**config.mk**
```make
export PLATFORM = sky130hd
export DESIGN_NAME = adcctl_core
export DESIGN_NICKNAME = d
export VERILOG_FILES = /design/src/core/adcctl_pkg.sv /design/src/core/adcctl_sync.sv /design/src/core/adcctl_core.sv
export VERILOG_INCLUDE_DIRS = /design/src /design/src/core
export SDC_FILE = /design/constraint.sdc
export NUM_CORES = 1
export LEC_CHECK = 0
export BUFFER_PORTS_ARGS = -buffer_cell sky130_fd_sc_hd__buf_2
export CORE_ASPECT_RATIO = 1.1
export CORE_MARGIN = 1.5
export CORE_UTILIZATION = 45
export CTS_BUF_LIST = sky130_fd_sc_hd__clkbuf_16
export DETAILED_ROUTE_END_ITERATION = 8
export GPL_TIMING_DRIVEN = 0
export RECOVER_POWER = 50
export SKIP_CTS_REPAIR_TIMING = 1
export SLEW_MARGIN = 15
export SYNTH_ARGS = -nofsm -noshare
export SYNTH_HDL_FRONTEND = slang
export SYNTH_SLANG_ARGS = --single-unit
export TNS_END_PERCENT = 5
```
**constraint.sdc**
```tcl
create_clock -name clk_i -period 2 [get_ports clk_i]
set_input_delay 0.2 -clock clk_i [delete_from_list [all_inputs] [get_ports clk_i]]
set_output_delay 0.2 -clock clk_i [all_outputs]
set_load 0.01 [all_outputs]
```
**src/core/adcctl_defs.svh**
```systemverilog
// Constants for the control-byte decoder and track/hold sequencer.
// Assumes inclusion by core files only.
`ifndef ADCCTL_DEFS_SVH
`define ADCCTL_DEFS_SVH
`define ADCCTL_BIT_START     3'd7
`define ADCCTL_BIT_SEL_MSB   3'd6
`define ADCCTL_BIT_SEL_LSB   3'd4
`define ADCCTL_BIT_POLARITY  3'd3
`define ADCCTL_BIT_INCONFIG  3'd2
`define ADCCTL_BYTE_BITS     4'd8
`define ADCCTL_TRACK_AFTER   4'd5
`define ADCCTL_CTRL_RESET    8'h00
`define ADCCTL_TACQ_NS       1500
`define ADCCTL_CLK_NS        10
`define ADCCTL_TACQ_CYC      ((`ADCCTL_TACQ_NS + `ADCCTL_CLK_NS - 1) / `ADCCTL_CLK_NS)
`endif

```
**src/core/adcctl_pkg.sv**
```systemverilog
// Types for the control-byte decoder and track/hold sequencer.
// Assumes nothing of its surroundings.
package adcctl_pkg;
  typedef enum logic [1:0] {
    ADCCTL_IDLE  = 2'b00,
    ADCCTL_SHIFT = 2'b01,
    ADCCTL_HOLD  = 2'b10
  } adcctl_state_t;
  typedef enum logic [1:0] {
    ADCCTL_NEG_COM = 2'b00,
    ADCCTL_NEG_CH0 = 2'b01,
    ADCCTL_NEG_CH1 = 2'b10,
    ADCCTL_NEG_CH2 = 2'b11
  } adcctl_neg_t;
endpackage : adcctl_pkg

```
**src/core/adcctl_sync.sv**
```systemverilog
// Two-flop synchroniser bank for pin inputs.
// Assumes asynchronous inputs and one system clock.
`timescale 1ns/1ns
`default_nettype none
module adcctl_sync #(
  parameter int           W       = 3,
  parameter logic [W-1:0] RST_VAL = '1
) (
  input  wire logic         clk_i,
  input  wire logic         rst_n_i,
  input  wire logic [W-1:0] d_i,
  output var  logic [W-1:0] q_o
);
  logic [W-1:0] meta_q;
  always_ff @(posedge clk_i or negedge rst_n_i)
  begin
    if (!rst_n_i)
    begin
      meta_q <= RST_VAL;
      q_o    <= RST_VAL;
    end
    else
    begin
      meta_q <= d_i;
      q_o    <= meta_q;
    end
  end
endmodule : adcctl_sync
`default_nettype wire

```
**src/core/adcctl_core.sv**
```systemverilog
// Control-byte decoder and track/hold sequencer of a four-channel converter.
// Assumes serial pins from a host, sampled by the 100 MHz clk_i.
// How it works
// Tracking starts on serial falling edge after fifth control bit.
// Hold starts on serial falling edge after eighth control bit.
// Single-ended mode ties negative input to common pin.
// Differential mode ties negative input to paired minus channel.
// After conversion end, hold capacitor reconnects to positive input.
// First one after chip select falls is start bit, bit 7.
// Bits 6 to 4 select the channels.
// Bit 3 selects unipolar or bipolar.
// Bit 2 one is single-ended, zero differential.
// Host leaves at least 1.5 us between tracking and hold.
// Bits 1 and 0 select clock mode and power-down.
// Zeros before the start bit are ignored.
// Data bits sampled on serial rising edge.
// Unipolar results straight binary, bipolar two's complement.
`timescale 1ns/1ns
`default_nettype none
`include "adcctl_defs.svh"
module adcctl_core
  import adcctl_pkg::*;
(
  input  wire logic       clk_i,
  input  wire logic       rst_n_i,
  input  wire logic       cs_n_i,
  input  wire logic       sclk_i,
  input  wire logic       din_i,
  input  wire logic       conv_done_i,
  output var  logic       track_o,
  output var  logic       hold_o,
  output var  logic       conv_start_o,
  output var  logic [1:0] pos_sel_o,
  output var  logic       neg_com_o,
  output var  logic [1:0] neg_sel_o,
  output var  logic       polarity_select_o,
  output var  logic       input_config_select_o,
  output var  logic       clock_power_mode_hi_o,
  output var  logic       clock_power_mode_lo_o,
  output var  logic       twos_complement_o,
  output var  logic       tacq_short_o
);
  typedef struct packed {
    adcctl_state_t st;
    logic          sclk_prev;
    logic [7:0]    shreg;
    logic [3:0]    cnt;
    logic [7:0]    ctrl;
    logic          track;
    logic          hold;
    logic          start;
    logic [7:0]    acq;
    logic          short_f;
  } adcctl_reg_t;

  adcctl_reg_t s_q;
  adcctl_reg_t s_d;
  logic [2:0]  pins;
  logic        cs_n_s;
  logic        sclk_s;
  logic        din_s;
  logic        rise;
  logic        fall;
  logic [2:0]  sel;
  logic [7:0]  acq_min;

  // Pin synchronisers, reset to the idle pin levels
  adcctl_sync #(
    .W       (3),
    .RST_VAL (3'h5)
  ) u_sync (
    .clk_i   (clk_i),
    .rst_n_i (rst_n_i),
    .d_i     ({cs_n_i, sclk_i, din_i}),
    .q_o     (pins)
  );
  assign cs_n_s  = pins[2];
  assign sclk_s  = pins[1];
  assign din_s   = pins[0];
  // Serial clock edges
  assign rise    = sclk_s & ~s_q.sclk_prev;
  assign fall    = ~sclk_s & s_q.sclk_prev;
  assign acq_min = 8'(`ADCCTL_TACQ_CYC);

  // Positive channel per channel-select code
  function automatic logic [1:0] pos_of(input logic [2:0] c);
    case (c)
      3'h1:    pos_of = 2'h0;
      3'h5:    pos_of = 2'h1;
      3'h2:    pos_of = 2'h2;
      3'h6:    pos_of = 2'h3;
      default: pos_of = 2'h0;
    endcase
  endfunction : pos_of

  always_comb
  begin
    s_d = s_q;
    s_d.sclk_prev = sclk_s;
    s_d.start = 1'b0;
    // Acquisition counter, saturating
    if (s_q.track && s_q.acq != 8'hff)
    begin
      s_d.acq = s_q.acq + 8'h01;
    end
    // Conversion end releases hold
    if (conv_done_i && s_q.hold)
    begin
      s_d.hold = 1'b0;
    end
    case (s_q.st)
      ADCCTL_IDLE:
      begin
        if (!cs_n_s && rise && din_s)
        begin
          s_d.shreg = 8'h01;
          s_d.cnt   = 4'd1;
          s_d.st    = ADCCTL_SHIFT;
        end
      end
      ADCCTL_SHIFT:
      begin
        if (cs_n_s)
        begin
          s_d.st    = ADCCTL_IDLE;
          s_d.track = 1'b0;
        end
        else if (rise && s_q.cnt < `ADCCTL_BYTE_BITS)
        begin
          s_d.shreg = {s_q.shreg[6:0], din_s};
          s_d.cnt   = s_q.cnt + 4'd1;
        end
        else if (fall && s_q.cnt == `ADCCTL_TRACK_AFTER && !s_q.track)
        begin
          s_d.track = 1'b1;
          s_d.hold  = 1'b0;
          s_d.acq   = 8'h00;
        end
        else if (fall && s_q.cnt == `ADCCTL_BYTE_BITS)
        begin
          s_d.track   = 1'b0;
          s_d.hold    = 1'b1;
          s_d.start   = 1'b1;
          s_d.ctrl    = s_q.shreg;
          s_d.short_f = (s_q.acq < acq_min);
          s_d.st      = ADCCTL_HOLD;
        end
      end
      ADCCTL_HOLD:
      begin
        if (cs_n_s || !s_q.hold)
        begin
          s_d.st = ADCCTL_IDLE;
        end
        else if (rise && din_s)
        begin
          s_d.shreg = 8'h01;
          s_d.cnt   = 4'd1;
          s_d.hold  = 1'b0;
          s_d.st    = ADCCTL_SHIFT;
        end
      end
      default:
      begin
        s_d.st = ADCCTL_IDLE;
      end
    endcase
  end

  // State register
  always_ff @(posedge clk_i or negedge rst_n_i)
  begin
    if (!rst_n_i)
    begin
      s_q <= '{
        st:        ADCCTL_IDLE,
        sclk_prev: 1'b0,
        shreg:     8'h00,
        cnt:       4'h0,
        ctrl:      `ADCCTL_CTRL_RESET,
        track:     1'b0,
        hold:      1'b0,
        start:     1'b0,
        acq:       8'h00,
        short_f:   1'b0
      };
    end
    else
    begin
      s_q <= s_d;
    end
  end

  // Input routing from the control byte
  assign sel = s_q.ctrl[`ADCCTL_BIT_SEL_MSB:`ADCCTL_BIT_SEL_LSB];
  always_comb
  begin
    pos_sel_o = pos_of(sel);
    neg_com_o = 1'b0;
    neg_sel_o = 2'h0;
    if (s_q.ctrl[`ADCCTL_BIT_INCONFIG])
    begin
      neg_com_o = 1'b1;
    end
    else
    begin
      pos_sel_o = {sel[1], sel[2]};
      neg_sel_o = {sel[1], ~sel[2]};
    end
  end
  // Control fields and status
  assign track_o               = s_q.track;
  assign hold_o                = s_q.hold;
  assign conv_start_o          = s_q.start;
  assign polarity_select_o     = s_q.ctrl[`ADCCTL_BIT_POLARITY];
  assign twos_complement_o     = ~s_q.ctrl[`ADCCTL_BIT_POLARITY];
  assign input_config_select_o = s_q.ctrl[`ADCCTL_BIT_INCONFIG];
  assign clock_power_mode_hi_o = s_q.ctrl[1];
  assign clock_power_mode_lo_o = s_q.ctrl[0];
  assign tacq_short_o          = s_q.short_f;
endmodule : adcctl_core
`default_nettype wire

```
# Yosys cells after proc, flatten, opt, wreduce, memory -nomap -nowiden
# Cells that the tools add are included.
# word_totals
ram_bits	0
latch_bits	0
word_cells	97
n_memories	0
rom_bits	0
input_bits	6
ff_bits	41
out_inout_bits	14
# op_classes
multipliers	0
n_mux	34
n_lt_le_gt_ge	2
eq_ne	18
n_div	0
n_reduce_logical	20
n_addsub	2
n_bitwise	9
shifts	0
# op_table
op	count
2-to-1 mux 12 bit	4
2-to-1 mux 20 bit	2
one-hot mux 12 bit (3 select lines)	1
2-to-1 mux 8 bit	3
2-to-1 mux 11 bit	2
2-to-1 mux 2 bit	10
one-hot mux 2 bit (3 select lines)	2
2-to-1 mux 10 bit	1
inequality test 2 bit (second input constant)	5
AND reduction 5 bit	2
logical AND 1 bit	9
inequality test 3 x 2 -> 1 bit (second input constant)	3
adder 8 x 1 -> 8 bit (second input constant)	1
< comparator 8 bit (second input constant)	1
2-to-1 mux 1 bit	8
inequality test 8 bit (second input constant)	1
NOT 1 bit	7
== test 3 bit (second input constant)	2
AND reduction 6 bit	1
nonzero test 3 bit	2
adder 4 x 1 -> 4 bit (second input constant)	1
== test 4 x 3 -> 1 bit (second input constant)	1
== test 4 bit (second input constant)	1
< comparator 4 bit (second input constant)	1
other kinds (11)	14

# Longest topological paths before layout
# Gate-level depths: netlist (run 1).
# depth
depth_word	8
ltp_mapped	7
mapped_depth_nobuf	6

# Modules after synthesis
# From an unflattened synthesis (run 1), not the netlist that was laid out.
# unflattened
hier_cells	174
hier_area_um2	1916.8
# by_module_without_submodules
mod	cells_per_inst	n_inst	seq_area_each_um2	area_each_um2
adcctl_core	168	1	825.8	1761.7
adcctl_sync	6	1	155.1	155.1

# Worst setup path after synthesis (run 1)
# Ideal clock, no wire load.
# synth_timing
path_kind	reg2reg
from	register s_q[34] (netlist bit)
to	register s_q, in the netlist clock_power_mode_lo_o
setup_slack_ns	0.162
arrival_time_ns	1.710
n_path_buf	1
t_required_ns	1.872
path_stages_with_launch	7
period_less_slack_ns	1.838
setup_ns	0.128
path_cell_list	dfrtp_1 inv_1 ha_1 nand2b_1 nor4_2 buf_2 mux2_1
# synth_between
elab_chain_len	2
# synth_lines
element	line	rtl
start, declared	adcctl_core.sv:56	adcctl_reg_t s_q;
start signal, assigned	adcctl_core.sv:175	s_q <= '{
== test 2 x 1 -> 1 bit	adcctl_core.sv:111	case (s_q.st)
AND reduction 5 bit (no line)	-	
# No other way between the ends.
# A chain may end at the register's enable or synchronous reset.

# Final worst setup path (run 1)
# layout_timing
from	register s_q[23] (netlist bit)
to	register s_q[28] (netlist bit)
# layout_between
elab_chain_len	4
# layout_lines
element
< comparator 4 bit (no line)
logical AND 1 bit (no line)
inequality test 2 bit (no line)
AND reduction 6 bit (no line)
# No other way between the ends.

==> results of run 1 <==
[report_power, final]
part	leakage (nW)	internal, mW	total (mW)	switching (mW)
sequential	0.514	0.855	0.912	0.0576
combinational	0.438	0.204	0.436	0.232
clock	0.0776	0.448	0.731	0.283
total	1.03	1.51	2.08	0.573
[flip-flops by register name (all words and copies together) (netlist names)]
| name | flops |
|---|---|
| polarity_select_o | 1 |
| hold_o | 1 |
| s_q | 25 |
| conv_start_o | 1 |
| u_sync.q_o | 3 |
| tacq_short_o | 1 |
| u_sync.meta_q | 3 |
| track_o | 1 |
| input_config_select_o | 1 |
| clock_power_mode_hi_o | 1 |
| clock_power_mode_lo_o | 1 |
[cell type report]
cell class	instances	share of cell area, %
well taps	52	2.94
clock inverters	3	0.509
multi-input cells	109	38.1
plain buffers	4	1.92
flip-flops and latches	39	44.4
clock buffers	5	5.66
inverters	13	2.21
repair buffers	19	4.30
[layout by cell type, fill, tap and decap left out, types with 4 or more instances in the layout]
master	n
dfrtp_1	35
nor3_1	4
inv_1	16
ha_1	7
o21ai_0	5
mux2i_1	5
nand2_1	8
mux2_4	4
buf_2	18
mux2_1	6
a21oi_1	7
dfstp_2	4
clkbuf_16	5
nor2_1	12
[metrics by stage]
stage / setup TNS, ns / instances / power (mW) / utilization, % / cell area [µm²]
CTS: -0.458 / 244 / 2.10 / 54.9 / 2190
finish: 0 / 244 / 2.08 / 55.4 / 2210
detailed placement: -0.445 / 236 / 1.36 / 51.4 / 2050
global placement: -0.303 / 236 / 1.34 / 51.4 / 2050
floorplan: 0 / 165 / 1.25 / - / 1890
global route: 0 / 244 / 2.19 / 55.4 / 2210
[how the worst min path moves through the flow]
stage,endpoint,cells past startpoint
floorplan,clock_power_mode_hi_o,0
global placement,u_sync.meta_q[0],1
detailed placement,u_sync.meta_q[0],1
CTS,u_sync.meta_q[0],1
global route,u_sync.meta_q[2],1
finish,u_sync.meta_q[0],1
[critical path, delay by kind of cell, from the launching register on]
family                 cells  cell delay (ns)
AOI/OAI and AO/OA          2             0.36
buffers and inverters      1             0.14
and+or+nand+nor            1             0.56
DFF                        1             0.44
muxes                      1             0.30
[per-layer routing]
metal	up-vias	global-route usage, %	wire length, µm
met5	-	0	0
li1	639	-	-
met4	0	8.04	70
met2	24	30.2	1710
met3	6	4.45	116
met1	626	21.0	1500
[logic make-up after synthesis]
| family | synth area share [%] |
|---|---|
| multiplexers | 9.97 |
| adder cells (fa/ha/maj) | 5.28 |
| AND/OR/NAND/NOR | 14.3 |
| AO/OA/AOI/OAI | 12.7 |
| buffers and inverters | 4.49 |
| flip-flops | 51.8 |
| XOR/XNOR | 1.39 |
==> out/results.tsv, run 1 <==
stage	metric	value	unit
worst_setup_path	Crit Path Category	register to register	
sta	Fin. Hold Viols	0	
synthesis	dominant cell by count in the synthesized netlist	dfrtp_1	
synthesis	mapped cell area	1890	µm²
finish	area growth from synthesis to layout	16.7	%
cts	Root Driver	clkbuf_16	
power	Power Density	940	nW/µm²
worst_setup_path	Worst R2R End	s_q[28]	
route	Detail Route Antenna Nets	0	
sta	fin. max-slew vios	0	
global_routing	first-pass GRT wire length	6190	µm
cts	Num CTS Buffers	5	
synthesis	Syn Nets	179	
sta	Setup violations, final	0	
worst_setup_path	reg2reg setup slack	0.08	ns
sta	fin crit share	96.2	%
die	die area	4610	µm²
synthesis	Top FF cell, synth	dfrtp_1	
synthesis	Yosys reg bits	39	
worst_setup_path	crit path DAT	2.08	ns
min_path	HP Class	primary input to register	
placed_design	placed wire-length estimate	2440	µm
global_routing	GRT Util Overall	17.7	%
status	outcome	complete, no violations	
sta	Tmin final	1.92	ns
route	Residual DRC	0	
die	I/O Pins	20	
sta	RSZ-0062 raised after global routing	no	
worst_setup_path	CP startpoint	s_q[23]	
global_routing	GR Overflow Total	0	
sta	skew final	0.00660	ns
finish	register area	981	µm²
route	DR pass1 iterations	4	
cts	CTS sink cnt	39	
sta	hold slack final	0.0208	ns
min_path	Hold Startpoint	din_i	
finish	# diodes	0	
global_routing	initial antenna violation count	0	
finish	layout cells sized above 1	21.9	%
power	maximum VDD drop	0.000657	V
route	Iter 0 DRT Violations	50	
cts	clk buf depth	2	
placed_design	Buffers on Ports	19	
route	Post-Route WL	3400	µm
synthesis	synth warn	0	
cts	Worst-path clk slew	0.06	ns
synthesis	ys async rst share	100	%
flow_run	max-cap viol count	0	
worst_setup_path	R2R depth	5	
finish	nets	205	
finish	multi-input logic area	842	µm²
worst_setup_path	Worst setup EP type	register	
synthesis	Synth area leaders	dfrtp_1 46%, dfstp_2 5.5%, ha_1 5.3%, mux2_1 3.6%, mux2_4 3.2%	
placed_design	pre-CTS setup slack	-0.112	ns
cts	H-tree levels	2	
synthesis	Post-synth top cells	35 x dfrtp_1, 13 x inv_1, 13 x nor2_1	
worst_setup_path	crit-path cells	or4b_4, a21oi_4, o21a_4, buf_12, mux2_4	
cts	TritonCTS clock tree	yes	
sta	fin worst setup slack	0.0763	ns
worst_setup_path	CP max stage cell	or4b_4	
power	leakage power figure	1.03	nW
sta	slew of the pin with the lowest slew margin	0.923	ns
synthesis	post-synth top area share	46.2	%
global_routing	vias in the first global route	1404	
worst_setup_path	Required @ worst endpoint	2.16	ns
finish	# fillers	363	
die	die width	64.9	µm
synthesis	cell taking the most area after synthesis	dfrtp_1	
die	Core Region	3990	µm²
worst_setup_path	CP max FO	10	
route	WL per Instance	13.9	µm
sta	Max Clock Freq	0.520	GHz
route	via-per-instance ratio	5.31	
sta	slew margin rel.	38.5	%
die	Die Span Y	71.0	µm
die	FP Rows	24	
die	Starting Density	47.4	%
synthesis	Post-synth EDFFs	0	
route	DR vias	1295	
synthesis	post-synthesis sequential area ratio	51.8	%
worst_setup_path	FF-to-FF Start	s_q[23]	
synthesis	count of cell types in the netlist	47	
synthesis	Synth Area per Inst	11.5	µm²
synthesis	Syn Inst Count	165	
placed_design	gpl congestion	0.749	
worst_setup_path	CP max stage delay	0.56	ns
cts	worst-skew pair later-pin latency	0.28	ns
worst_setup_path	CP startpoint kind	register	
global_routing	largest net degree at the start of global routing	40	
worst_setup_path	Setup crit end	s_q[28]	
(Power assumes the default switching activity.)
==> run 2: changes to the inputs <==
Settings changed: GPL_TIMING_DRIVEN 0 to unset, SKIP_CTS_REPAIR_TIMING 1 to unset.
==> run 2 against run 1 <==
Against the previous run:
- sequential power about the same
- clock power grew 2%
- clock-buffer cell count unchanged
- worst setup slack better by 0.029 ns
- critical endpoint is now s_q[24]
==> out/results.tsv, run 2 (same netlist as run 1, synthesis figures left out) <==
stage	metric	value	unit	change
die	FP Rows	24		unchanged
global_routing	GR Overflow Total	0		unchanged
sta	fin crit share	94.7	%	was 96.2%
cts	Root Driver	clkbuf_16		unchanged
finish	max reg flops	25		unchanged
global_routing	vias in the first global route	1285		was 1404
die	Core Region	3990	µm²	unchanged
global_routing	largest net degree at the start of global routing	40		unchanged
route	WL per Instance	13.2	µm	was 13.9 µm
worst_setup_path	crit path DAT	2.06	ns	was 2.08 ns
cts	worst-skew pair later-pin latency	0.28	ns	about the same
cts	Num CTS Buffers	5		unchanged
worst_setup_path	CP max FO	11		was 10
finish	# diodes	0		unchanged
finish	nets	205		unchanged
cts	clk buf depth	2		unchanged
sta	skew final	0.00283	ns	was 0.00660 ns
sta	Tmin final	1.89	ns	was 1.92 ns
cts	Worst-path clk slew	0.05	ns	was 0.06 ns
finish	commonest non-fill, non-tap cells in the layout	35 x dfrtp_1, 18 x buf_2, 14 x inv_1		was 35 x dfrtp_1, 18 x buf_2, 16 x inv_1
die	die width	64.9	µm	unchanged
sta	setup tns final	0	ns	unchanged
die	Die Span Y	71.0	µm	unchanged
sta	slew margin rel.	37.3	%	was 38.5%
cts	CTS resizes	0		
global_routing	grt peak-use layer	met2		unchanged
min_path	HP Class	primary input to register		unchanged
finish	top flop regs	s_q (25), u_sync.meta_q (3), u_sync.q_o (3)		unchanged
flow_run	max-cap viol count	0		unchanged
sta	hold slack final	0.0184	ns	was 0.0208 ns
global_routing	met2 usage	27.1	%	was 30.2%
sta	RSZ-0062 raised after global routing	no		unchanged
die	I/O Pins	20		unchanged
finish	# fillers	340		was 363
route	Detail Route Antenna Nets	0		unchanged
sta	Setup violations, final	0		unchanged
finish	Non-Filler Instances	244		unchanged
worst_setup_path	CP max stage delay	0.56	ns	about the same
finish	Most flops, register	s_q		unchanged
worst_setup_path	Crit Path Category	register to register		unchanged
sta	Fin. Hold Viols	0		unchanged
worst_setup_path	CP startpoint kind	register		unchanged
placed_design	gpl congestion	0.907		was 0.749
route	Post-Route WL	3210	µm	was 3400 µm
global_routing	initial antenna violation count	0		unchanged
power	Power Density	941	nW/µm²	was 940 nW/µm²
route	Residual DRC	0		unchanged
sta	Max Clock Freq	0.528	GHz	was 0.520 GHz
global_routing	GR Layer Usage met1	20.4	%	was 21.0%
placed_design	Buffers on Ports	19		unchanged
placed_design	placed wire-length estimate	2320	µm	was 2440 µm
finish	register area	981	µm²	unchanged
die	Starting Density	47.4	%	unchanged
worst_setup_path	CP max stage cell	or4b_4		unchanged
finish	area growth from synthesis to layout	15.6	%	was 16.7%
finish	commonest non-fill, non-tap cell in the layout	dfrtp_1		unchanged
power	total power	2.06	mW	was 2.08 mW
power	leakage power figure	1.02	nW	was 1.03 nW
route	via-per-instance ratio	5.39		was 5.31
route	DR pass1 iterations	4		unchanged
worst_setup_path	crit-path cells	or4b_4, a21oi_4, o21a_4, mux2_1		was or4b_4, a21oi_4, o21a_4, buf_12, mux2_4
cts	TritonCTS clock tree	yes		unchanged
global_routing	M3 GR Usage	5.25	%	was 4.45%
worst_setup_path	Required @ worst endpoint	2.16	ns	about the same
finish	layout cells sized above 1	22.4	%	was 21.9%
power	maximum VDD drop	0.000551	V	was 0.000657 V
status	outcome	complete, no violations		unchanged
global_routing	GRT Util Overall	16.3	%	was 17.7%
sta	fin. max-slew vios	0		unchanged
worst_setup_path	Worst setup EP type	register		unchanged
cts	CTS sink cnt	39		unchanged
finish	fin util	54.8	%	was 55.4%
die	die area	4610	µm²	unchanged
sta	slew of the pin with the lowest slew margin	0.940	ns	was 0.923 ns
cts	Hold Buf Count CTS	0		
route	DR vias	1316		was 1295
cts	post-CTS setup buffers	0		
placed_design	Cells after DPL	236		unchanged
finish	multi-input logic area	828	µm²	was 842 µm²
global_routing	first-pass GRT wire length	5720	µm	was 6190 µm
cts	H-tree levels	2		unchanged
route	Iter 0 DRT Violations	65		was 50
[run 2: stage by stage]
step	cell area (µm²)	worst slack, ns
3_5_place_dp	2050	0.122
4_1_cts	2190	0.117
3_3_place_gp	2050	0.160
2_1_floorplan	1890	0.162
5_1_grt	2190	0.0423
6_report	2190	0.106
[run 2: metal layers]
layer | vias to the layer above | part of all wire (%)
met5 | - | 0
met4 | 0 | 1.3
met3 | 6 | 3.5
met2 | 22 | 50
met1 | 649 | 45
li1 | 639 | -
[run 2: worst max-delay path, delay by kind of cell, from the launching register on]
kind / cells / cell delay [ns]
muxes: 1 / 0.33
DFF: 1 / 0.42
and+or+nand+nor: 1 / 0.56
AOI/OAI and AO/OA: 2 / 0.46
[run 2: worst paths after layout]
| path | start | to | slack (ns) | cells after the start |
|---|---|---|---|---|
| worst min-delay path | din_i | u_sync.meta_q[0] | 0.02 | 1 |
| min in group asynchronous | rst_n_i | s_q[20] | 0.06 | 1 |
| worst min register to register | u_sync.meta_q[1] | u_sync.q_o[1] | 0.35 | 0 |
| max in group asynchronous | rst_n_i | u_sync.meta_q[1] | 1.36 | 1 |
| worst max-delay path | s_q[23] | s_q[24] | 0.11 | 4 |
| worst max register to register | s_q[23] | s_q[24] | 0.11 | 4 |
[run 2: layout make-up]
cell class | count | area share (%)
Sequential cell | 39 | 44.8
Inverter | 13 | 2.23
Clock inverter | 3 | 0.743
Tap cell | 52 | 2.97
Multi-Input combinational cell | 109 | 37.8
Clock buffer | 5 | 5.71
Timing Repair Buffer | 23 | 5.71
[run 2: power breakdown]
part / total, mW / switching [mW] / leakage (nW) / internal (mW)
Combinational: 0.404 / 0.224 / 0.438 / 0.180
Clock: 0.746 / 0.292 / 0.0710 / 0.454
Sequential: 0.910 / 0.0559 / 0.514 / 0.855
